===== src/design/ossc_regs.svh =====
// Constants of the octal switch serial control block
`ifndef OSSC_REGS_SVH
`define OSSC_REGS_SVH

// ------------------------------------------------------------
// Word layout
// ------------------------------------------------------------
`define OSSC_CHANNELS 8
`define OSSC_MSB_BIT 7
`define OSSC_PWM_FIVE_BIT 4
`define OSSC_PWM_SIX_BIT 5

// ------------------------------------------------------------
// Reset values
// ------------------------------------------------------------
`define OSSC_SHIFT_RST 8'h00
`define OSSC_LATCH_RST 8'h00
`define OSSC_PINS_RST 6'h20
`define OSSC_FAULT_RST 16'h0000

// ------------------------------------------------------------
// Timing
// ------------------------------------------------------------
`define OSSC_CLK_MHZ 100
`define OSSC_FAULT_TIME_US 300
`define OSSC_FAULT_CYCLES (`OSSC_FAULT_TIME_US * `OSSC_CLK_MHZ)
`define OSSC_FAULT_CNT_W 16

`endif


===== src/design/ossc_pkg.sv =====
// Types shared by the octal switch serial control block
`include "ossc_regs.svh"

package ossc_pkg;

   // Pins from the host side, all outside the clock domain
   typedef struct packed {
      logic chipSelectN;
      logic serialClk;
      logic serialIn;
      logic enableIn;
      logic pwmInputFive;
      logic pwmInputSix;
   } ossc_pins_type;

   // Raw per-output fault detector levels from the power stage
   typedef struct packed {
      logic [`OSSC_CHANNELS-1:0] openLoad;
      logic [`OSSC_CHANNELS-1:0] shortLoad;
   } ossc_fault_type;

   typedef enum logic [0:0] {
      OSSC_IDLE = 1'b0,
      OSSC_SELECTED = 1'b1
   } ossc_link_state_type;

endpackage : ossc_pkg


===== src/design/ossc_spi_ctrl.sv =====
// Octal switch serial control: shift register, output latch, fault filter
`timescale 1ns/100ps
`default_nettype none
`include "ossc_regs.svh"

module ossc_spi_ctrl #(
   parameter int FAULT_CYCLES = `OSSC_FAULT_CYCLES,
   parameter int CNT_W = `OSSC_FAULT_CNT_W
) (
   input wire logic ref_clk,
   input wire logic sys_rst,
   input wire ossc_pkg::ossc_pins_type pinsIn,
   input wire ossc_pkg::ossc_fault_type faultIn,
   output logic [`OSSC_CHANNELS-1:0] drainOutputs,
   output logic chargePumpOn,
   output logic serialOut,
   output logic serialOutEn
);
   import ossc_pkg::*;

   localparam int N = `OSSC_CHANNELS;

   // ------------------------------------------------------------
   // Input synchronisation
   // ------------------------------------------------------------
   ossc_pins_type pinsSync;
   ossc_pins_type pinsPrev_q;
   ossc_fault_type faultSync;

   ossc_pin_sync #(
      .WIDTH($bits(ossc_pins_type)),
      .RST_VAL(`OSSC_PINS_RST)
   ) u_pin_sync (
      .ref_clk(ref_clk),
      .sys_rst(sys_rst),
      .asyncIn(pinsIn),
      .syncOut(pinsSync)
   );

   // Fault detectors live in the analog domain, so they are synchronised too
   ossc_pin_sync #(
      .WIDTH($bits(ossc_fault_type)),
      .RST_VAL(`OSSC_FAULT_RST)
   ) u_fault_sync (
      .ref_clk(ref_clk),
      .sys_rst(sys_rst),
      .asyncIn(faultIn),
      .syncOut(faultSync)
   );

   // Previous filtered levels for edge finding
   always_ff @(posedge ref_clk) begin
      if (sys_rst) begin
         pinsPrev_q <= `OSSC_PINS_RST;
      end else begin
         pinsPrev_q <= pinsSync;
      end
   end

   // ------------------------------------------------------------
   // Edge decode
   // ------------------------------------------------------------
   wire logic csFall;
   wire logic csRise;
   wire logic sclkFall;
   wire logic sclkRise;
   wire logic enF;
   assign csFall = pinsPrev_q.chipSelectN & ~pinsSync.chipSelectN;
   assign csRise = ~pinsPrev_q.chipSelectN & pinsSync.chipSelectN;
   assign sclkFall = pinsPrev_q.serialClk & ~pinsSync.serialClk;
   assign sclkRise = ~pinsPrev_q.serialClk & pinsSync.serialClk;
   assign enF = pinsSync.enableIn;

   // ------------------------------------------------------------
   // Fault filter
   // ------------------------------------------------------------
   wire logic [N-1:0] faultRaw;
   logic [N-1:0] faultStatus;
   assign faultRaw = faultSync.openLoad | faultSync.shortLoad;

   genvar i;
   generate
      for (i = 0; i < N; i++) begin : g_filter
         logic [CNT_W-1:0] count_q;
         logic [CNT_W-1:0] count_d;
         wire logic full;
         assign full = (count_q == CNT_W'(FAULT_CYCLES));
         // Detection suspended without enable; short glitches never report
         assign count_d = (!enF || !faultRaw[i]) ? '0 :
                          full ? count_q : count_q + 1'b1;
         always_ff @(posedge ref_clk) begin
            if (sys_rst) begin
               count_q <= '0;
            end else begin
               count_q <= count_d;
            end
         end
         assign faultStatus[i] = full;
      end
   endgenerate

   // ------------------------------------------------------------
   // Link state machine
   // ------------------------------------------------------------
   ossc_link_state_type state_q;
   ossc_link_state_type state_d;
   wire logic selected;
   assign selected = (state_q == OSSC_SELECTED);

   // Select edges decide the frame; clock edges only matter inside it
   always_comb begin
      state_d = state_q;
      case (state_q)
         OSSC_IDLE: begin
            if (csFall) begin
               state_d = OSSC_SELECTED;
            end
         end
         OSSC_SELECTED: begin
            if (csRise) begin
               state_d = OSSC_IDLE;
            end
         end
         default: begin
            state_d = OSSC_IDLE;
         end
      endcase
   end

   always_ff @(posedge ref_clk) begin
      if (sys_rst) begin
         state_q <= OSSC_IDLE;
      end else begin
         state_q <= state_d;
      end
   end

   // ------------------------------------------------------------
   // Shift register
   // ------------------------------------------------------------
   logic [N-1:0] shift_q;
   logic [N-1:0] shift_d;
   wire logic doShift;
   assign doShift = selected && !csRise && sclkFall;

   // Fault capture on select fall; data enters at the LSB, leaves at the MSB
   assign shift_d = (!selected && csFall) ? faultStatus :
                    doShift ? {shift_q[N-2:0], pinsSync.serialIn} :
                    shift_q;

   always_ff @(posedge ref_clk) begin
      if (sys_rst) begin
         shift_q <= `OSSC_SHIFT_RST;
      end else begin
         shift_q <= shift_d;
      end
   end

   // ------------------------------------------------------------
   // Output latch and drivers
   // ------------------------------------------------------------
   logic [N-1:0] latch_q;
   wire logic [N-1:0] pwmMask;
   wire logic [N-1:0] driveCmd;

   // Latch only at select release, so partial frames never reach the loads
   always_ff @(posedge ref_clk) begin
      if (sys_rst) begin
         latch_q <= `OSSC_LATCH_RST;
      end else if (selected && csRise) begin
         latch_q <= shift_q;
      end
   end

   assign pwmMask = ({{(N-1){1'b0}}, pinsSync.pwmInputFive} << `OSSC_PWM_FIVE_BIT) |
                    ({{(N-1){1'b0}}, pinsSync.pwmInputSix} << `OSSC_PWM_SIX_BIT);
   // Latch is kept while disabled, so outputs come back without a new command
   assign driveCmd = enF ? (latch_q | pwmMask) : '0;

   always_ff @(posedge ref_clk) begin
      if (sys_rst) begin
         drainOutputs <= '0;
         chargePumpOn <= 1'b0;
      end else begin
         drainOutputs <= driveCmd;
         chargePumpOn <= enF;
      end
   end

   // ------------------------------------------------------------
   // Serial output
   // ------------------------------------------------------------
   // Low until the first rising clock puts the MSB out
   always_ff @(posedge ref_clk) begin
      if (sys_rst) begin
         serialOut <= 1'b0;
         serialOutEn <= 1'b0;
      end else if (!selected) begin
         serialOut <= 1'b0;
         serialOutEn <= csFall;
      end else if (csRise) begin
         serialOut <= 1'b0;
         serialOutEn <= 1'b0;
      end else if (sclkRise) begin
         serialOut <= shift_q[`OSSC_MSB_BIT];
      end
   end

   // ------------------------------------------------------------
   // Assertions
   // ------------------------------------------------------------
   property p_idle_ignores;
      @(posedge ref_clk) disable iff (sys_rst)
      (!selected && !csFall) |=> ($stable(shift_q) && !serialOutEn);
   endproperty
   a_idle_ignores: assert property (p_idle_ignores)
      else $error("shift or driver changed while deselected");

   property p_release_latch;
      @(posedge ref_clk) disable iff (sys_rst)
      (selected && csRise) |=> (latch_q == $past(shift_q)) ##1
         (!$past(enF) || ((drainOutputs & ~$past(pwmMask)) == (latch_q & ~$past(pwmMask))));
   endproperty
   a_release_latch: assert property (p_release_latch)
      else $error("select release did not move shift word to outputs");

   property p_fault_capture;
      @(posedge ref_clk) disable iff (sys_rst)
      (!selected && csFall) |=> (shift_q == $past(faultStatus)) && serialOutEn;
   endproperty
   a_fault_capture: assert property (p_fault_capture)
      else $error("status not captured at select fall");

   property p_driver_on;
      @(posedge ref_clk) disable iff (sys_rst)
      (!selected && csFall) |=> serialOutEn [*2];
   endproperty
   a_driver_on: assert property (p_driver_on)
      else $error("serial output driver not enabled");

   property p_shift_in;
      @(posedge ref_clk) disable iff (sys_rst)
      doShift |=> shift_q == {$past(shift_q[N-2:0]), $past(pinsSync.serialIn)};
   endproperty
   a_shift_in: assert property (p_shift_in)
      else $error("falling clock did not shift data in");

   property p_msb_out;
      @(posedge ref_clk) disable iff (sys_rst)
      (selected && !csRise && sclkRise) |=> serialOut == $past(shift_q[`OSSC_MSB_BIT]);
   endproperty
   a_msb_out: assert property (p_msb_out)
      else $error("rising clock did not present next bit");

   property p_disable_off;
      @(posedge ref_clk) disable iff (sys_rst)
      !enF |=> (drainOutputs == '0) && !chargePumpOn && (faultStatus == '0);
   endproperty
   a_disable_off: assert property (p_disable_off)
      else $error("outputs or faults active while disabled");

   property p_resume;
      @(posedge ref_clk) disable iff (sys_rst)
      (enF && $stable(latch_q)) |=>
         ((drainOutputs & ~$past(pwmMask)) == ($past(latch_q) & ~$past(pwmMask)));
   endproperty
   a_resume: assert property (p_resume)
      else $error("latched outputs not driven with enable high");

   property p_pwm_or;
      @(posedge ref_clk) disable iff (sys_rst)
      (enF && pinsSync.pwmInputFive && pinsSync.pwmInputSix)
         |=> drainOutputs[`OSSC_PWM_SIX_BIT:`OSSC_PWM_FIVE_BIT] == 2'h3;
   endproperty
   a_pwm_or: assert property (p_pwm_or)
      else $error("direct input not ORed into output");

   property p_reset_off;
      @(posedge ref_clk) disable iff (sys_rst)
      $fell(sys_rst) |-> (drainOutputs == '0) && !serialOutEn && (latch_q == '0);
   endproperty
   a_reset_off: assert property (p_reset_off)
      else $error("drivers not off after reset");

   property p_filter;
      @(posedge ref_clk) disable iff (sys_rst)
      (!faultRaw[0] || !enF) |=> !faultStatus[0] [*2];
   endproperty
   a_filter: assert property (p_filter)
      else $error("fault reported without persisting");

   property p_hold_latch;
      @(posedge ref_clk) disable iff (sys_rst)
      !(selected && csRise) |=> $stable(latch_q);
   endproperty
   a_hold_latch: assert property (p_hold_latch)
      else $error("latched state changed outside select release");

   // Main scenarios
   property p_cov_frame;
      @(posedge ref_clk) disable iff (sys_rst)
      (!selected && csFall) ##[1:1000] (selected && csRise);
   endproperty
   c_cov_frame: cover property (p_cov_frame);

   property p_cov_fault;
      @(posedge ref_clk) disable iff (sys_rst)
      $rose(faultStatus[0]);
   endproperty
   c_cov_fault: cover property (p_cov_fault);

   property p_cov_resume;
      @(posedge ref_clk) disable iff (sys_rst)
      $rose(enF) && (latch_q != '0);
   endproperty
   c_cov_resume: cover property (p_cov_resume);

   property p_cov_pwm;
      @(posedge ref_clk) disable iff (sys_rst)
      enF && pinsSync.pwmInputFive && !latch_q[`OSSC_PWM_FIVE_BIT];
   endproperty
   c_cov_pwm: cover property (p_cov_pwm);

endmodule : ossc_spi_ctrl

`default_nettype wire


===== src/design/ossc_pin_sync.sv =====
// Three-stage input synchroniser with agreement filter
`timescale 1ns/100ps
`default_nettype none

module ossc_pin_sync #(
   parameter int WIDTH = 1,
   parameter logic [WIDTH-1:0] RST_VAL = '0
) (
   input wire logic ref_clk,
   input wire logic sys_rst,
   input wire logic [WIDTH-1:0] asyncIn,
   output logic [WIDTH-1:0] syncOut
);

   // ------------------------------------------------------------
   // Per-bit chain
   // ------------------------------------------------------------
   genvar i;
   generate
      for (i = 0; i < WIDTH; i++) begin : g_bit
         logic stage1_q;
         logic stage2_q;
         logic stage3_q;
         logic out_q;
         // Stage one feeds stage two only; output moves when two and three agree
         always_ff @(posedge ref_clk) begin
            if (sys_rst) begin
               stage1_q <= RST_VAL[i];
               stage2_q <= RST_VAL[i];
               stage3_q <= RST_VAL[i];
               out_q <= RST_VAL[i];
            end else begin
               stage1_q <= asyncIn[i];
               stage2_q <= stage1_q;
               stage3_q <= stage2_q;
               if (stage2_q == stage3_q) begin
                  out_q <= stage3_q;
               end
            end
         end
         assign syncOut[i] = out_q;
      end
   endgenerate

endmodule : ossc_pin_sync

`default_nettype wire


===== config.mk =====
export PLATFORM = sky130hd
export DESIGN_NAME = ossc_spi_ctrl
export DESIGN_NICKNAME = d
export VERILOG_FILES = /design/src/design/ossc_pkg.sv /design/src/design/ossc_spi_ctrl.sv /design/src/design/ossc_pin_sync.sv
export VERILOG_INCLUDE_DIRS = /design/src /design/src/design
export SDC_FILE = /design/constraint.sdc
export NUM_CORES = 1
export LEC_CHECK = 0
export BUFFER_PORTS_ARGS = -buffer_cell sky130_fd_sc_hd__buf_2
export CAP_MARGIN = 20
export CORE_UTILIZATION = 60
export DETAILED_ROUTE_END_ITERATION = 7
export MAX_ROUTING_LAYER = met4
export PLACE_DENSITY = 0.89
export SETUP_SLACK_MARGIN = 0.3
export SLEW_MARGIN = 15
export SYNTH_ARGS = -nofsm -noshare
export SYNTH_HDL_FRONTEND = slang
export SYNTH_SLANG_ARGS = --single-unit
export TNS_END_PERCENT = 5

===== constraint.sdc =====
create_clock -name ref_clk -period 3.76 [get_ports ref_clk]
set_input_delay 0.376 -clock ref_clk [delete_from_list [all_inputs] [get_ports ref_clk]]
set_output_delay 0.376 -clock ref_clk [all_outputs]
set_load 0.1 [all_outputs]

==> results.md <==
* Status: finished clean
* #FFs+latches synth at 246
* Clk Latency, worst-skew pair at 0.51 ns
* Slew of the pin with the lowest slew margin at 1.08 ns
* Worst Path Required at 4.16 ns
* Diode count at 0
* Unrepaired setup endpoints after global routing: false
* Leakage power total at 0.00350 uW
* XOR/XNOR Fraction of Synth Area at under 10%
* Internal cell power at about 4400 uW
* Syn. warnings at 0
* Critical-path maximum fanout at 6
* Cells after Synth at about 1,000
* Largest net degree at the start of global routing at 108
* Via count of the routed design at 7,116
* GPL Wtd Cong at between 0.8 and 0.9
* Count of cell types in the netlist at 39
* Share of the synthesized area in the top cell type at between 50 and 60%
* # DRC at 0
* Row Count at 45
* CTS tree: built
* Slew Limit Headroom at 27.3%
* Starting Density at between 60% and 70%
* Slew Limit Fails at 0
* Slowest cell delay on critical path at 0.63 ns
* Layout Cells excl Fill at 1,285
* Gate power share at 1.0%
* Synth Flop Type: dfxtp_1
* CP max-delay cell: nor4_1
* Critical path data arrival time at 2.30 ns
* Hold Crit Class: in -> reg
* Die W at 128 um
* Vias in the first global route at 6,545
* Number of synthesized flops with an enable pin at 0
* Synth Area in Compound Gates at 8.31%
* Synth async-reset ratio at 0%
* Top cell type by total area after synthesis: dfxtp_1
* Worst Skew at 0.00834 ns
* Post-Synth Simple-Gate Area at 26.0%
* WHS Path Cells at 2
* Buf/Inv on CP at 0
* Total gr overflow at 0
* Placed Area at slightly below 0.01 mm2
* DR pass1 iterations at 6
* Routed Wire Length at about 17,000 um
* CTS buffer count at 25
* I/O pin cnt at 35
* Die footprint at 0.0164 mm2
* Core footprint at 0.0153 mm2
* Total track usage at roughly 22%
* Final setup TNS at 0 ns
* Fin. Hold Viols at 0
* Critical Path Stages at 5
* Final Instance Area at 0.0108 mm2
* CTS resizes at 0
* Cells after DPL at approximately 1,200
* Antenna-violating nets left at 0
* Hpwl dp at 11,200 um
* Die Y at 128 um
* MaxCap Viol Count at 0
* Clock power share at 49.7%
* Final core utilization at 70.2%
* Endpoints failing setup at 0
* CP delay by family, top: simple AND/OR/NAND/NOR gates
* Clock tree sinks at ~250
* VDD IR-drop max at 0.331 mV
* Max clock buf depth at 3
* PwrDens at around 500 mW/mm2
* Net count, final at 1,099
* # Post-CTS Setup Buffers at 0
* Switching Share at 18.8%
* Mapped Nets at 1,067
* Syn Area/Cell at around 9 um2
* Psw at 1010 uW
* Post-synthesis adder-cell area fraction at under 10%
* Clock transition at the registers of the reported paths at 0.06 ns
* Post-Syn Area at 0.00952 mm2
* Share of layout cells above drive strength 1 at 8.75%
* Worst r2r path cells at 5
* Share of power burned in registers at 49.3%
* Post-synthesis mux area share at ~1.1%
* Largest family of logic cells by synthesized area: simple AND/OR/NAND/NOR gates
* Ranking of synthesized cells by area: dfxtp_1 52%, xnor2_1 4.9%, nor2b_1 4.3%, nor2_1 4.1%, a21oi_1 3.8%
* Crit start category: flop
* Iteration-0 DRC count of the detailed router at 483
* R2R Setup Slk at 1.86 ns
* First-pass GRT wire length at 29,200 um
* Period utilisation layout at 50.4%
* Port bufs at 34
* Crit path cell chain: ha_1, nand3_1, nor4_1, a31o_2, a21oi_1
* Critical Path End Type: flop
* Fmax at 527 MHz
* Area grow syn2layout at 13.0%
* Routed vias/inst at about 5.5
* Avg WL per Cell at 13.5 um
* Tmin final at 1.90 ns
* Kind of critical path: reg -> reg
* Initial antenna violation count at 0
* H-tree Lvls at 1
* Seq/Total Area, Yosys at roughly half
* Clock Tree Root: clkbuf_16
* # hold bufs at CTS at 0
* Total power at 5370 uW
-- kinds of logic (layout without fill, tap and decap cells) --
kind of cell	after synthesis	count (layout)
and+or+nand+nor	459	459
DFF	246	246
AOI/OAI and AO/OA	138	138
xor gates and xnor gates	85	85
buffers and inverters	73	120
adders and majority gates	16	16
muxes	10	10
-- power by group through the flow --
stage / clock (uW) / sequential [uW] / combinational [uW]
floorplan: 0 / 2700 / 37.2
global placement: 0 / 2700 / 53.4
detailed placement: 0 / 2710 / 54.5
CTS: 2710 / 2650 / 54.9
global route: 2820 / 2650 / 59.7
finish: 2670 / 2650 / 53.7
-- final cells by class --
cell class / instances / area (um2)
clock inverters: 10 / 205
well taps: 211 / 264
multi-input cells: 708 / 4310
clock buffers: 32 / 692
flip-flops and latches: 246 / 4920
repair buffers: 39 / 210
fillers: 1085 / 4560
inverters: 39 / 146
-- sequential cells by signal, indices dropped and copies added (netlist names) --
signal                       cells
latch_q                          8
u_pin_sync.g_bit.out_q           6
u_fault_sync.g_bit.stage2_q     16
u_fault_sync.g_bit.stage1_q     16
u_fault_sync.g_bit.stage3_q     16
u_pin_sync.g_bit.stage1_q        6
g_filter.count_q               128
chargePumpOn                     1
pinsPrev_q                       2
u_fault_sync.g_bit.out_q        16
u_pin_sync.g_bit.stage3_q        6
serialOut                        1
serialOutEn                      1
u_pin_sync.g_bit.stage2_q        6
drainOutputs                     8
selected                         1
shift_q                          8
-- Yosys cell counts, types with 8 or more instances --
| library cell | instances |
|---|---|
| xor2_1 | 32 |
| o21ai_1 | 8 |
| nand4b_1 | 9 |
| or4_1 | 21 |
| clkbuf_1 | 24 |
| or3_1 | 20 |
| a21oi_1 | 73 |
| o21ai_0 | 39 |
| nand2b_1 | 9 |
| dfxtp_1 | 246 |
| inv_1 | 39 |
| nand3_1 | 43 |
| nand3b_1 | 8 |
| ha_1 | 16 |
| nor2b_1 | 66 |
| xnor2_1 | 53 |
| and2_1 | 10 |
| nor3_1 | 21 |
| nor2_1 | 105 |
| mux2i_1 | 10 |
| nand4_1 | 31 |
| nor4_1 | 18 |
| nand2_1 | 72 |
-- metal layers --
layer	up-vias	track usage (%)	share of wire, %
met4	0	6.02	1.8
met1	3341	26.9	47
li1	3600	-	-
met3	35	3.09	3.8
met5	-	-	0
met2	140	37.5	48
-- metrics by stage --
stage | hold slack [ns] | setup slack, ns
2_1_floorplan | 0.389 | 2.02
3_3_place_gp | 0.408 | 1.84
3_5_place_dp | 0.415 | 1.74
4_1_cts | 0.0415 | 1.84
5_1_grt | 0.0547 | 1.67
6_report | 0.0506 | 1.86
-- final timing paths --
kind,endpoint,start
min,u_pin_sync.g_bit[5].stage1_q,pinsIn[5]
max reg2reg,g_filter[6].count_q[14],g_filter[6].count_q[0]
max,g_filter[6].count_q[14],g_filter[6].count_q[0]
min reg2reg,u_pin_sync.g_bit[5].stage2_q,u_pin_sync.g_bit[5].stage1_q
-- cell usage in the layout, fill, tap and decap left out, types with 33 or more instances in the layout --
cell	count
a21oi_1	73
inv_1	39
nor2_1	105
nand2_1	72
nand3_1	43
o21ai_0	39
xnor2_1	53
dfxtp_1	246
nor2b_1	66
buf_2	33
Note: power is estimated with default switching activity, not from simulation.
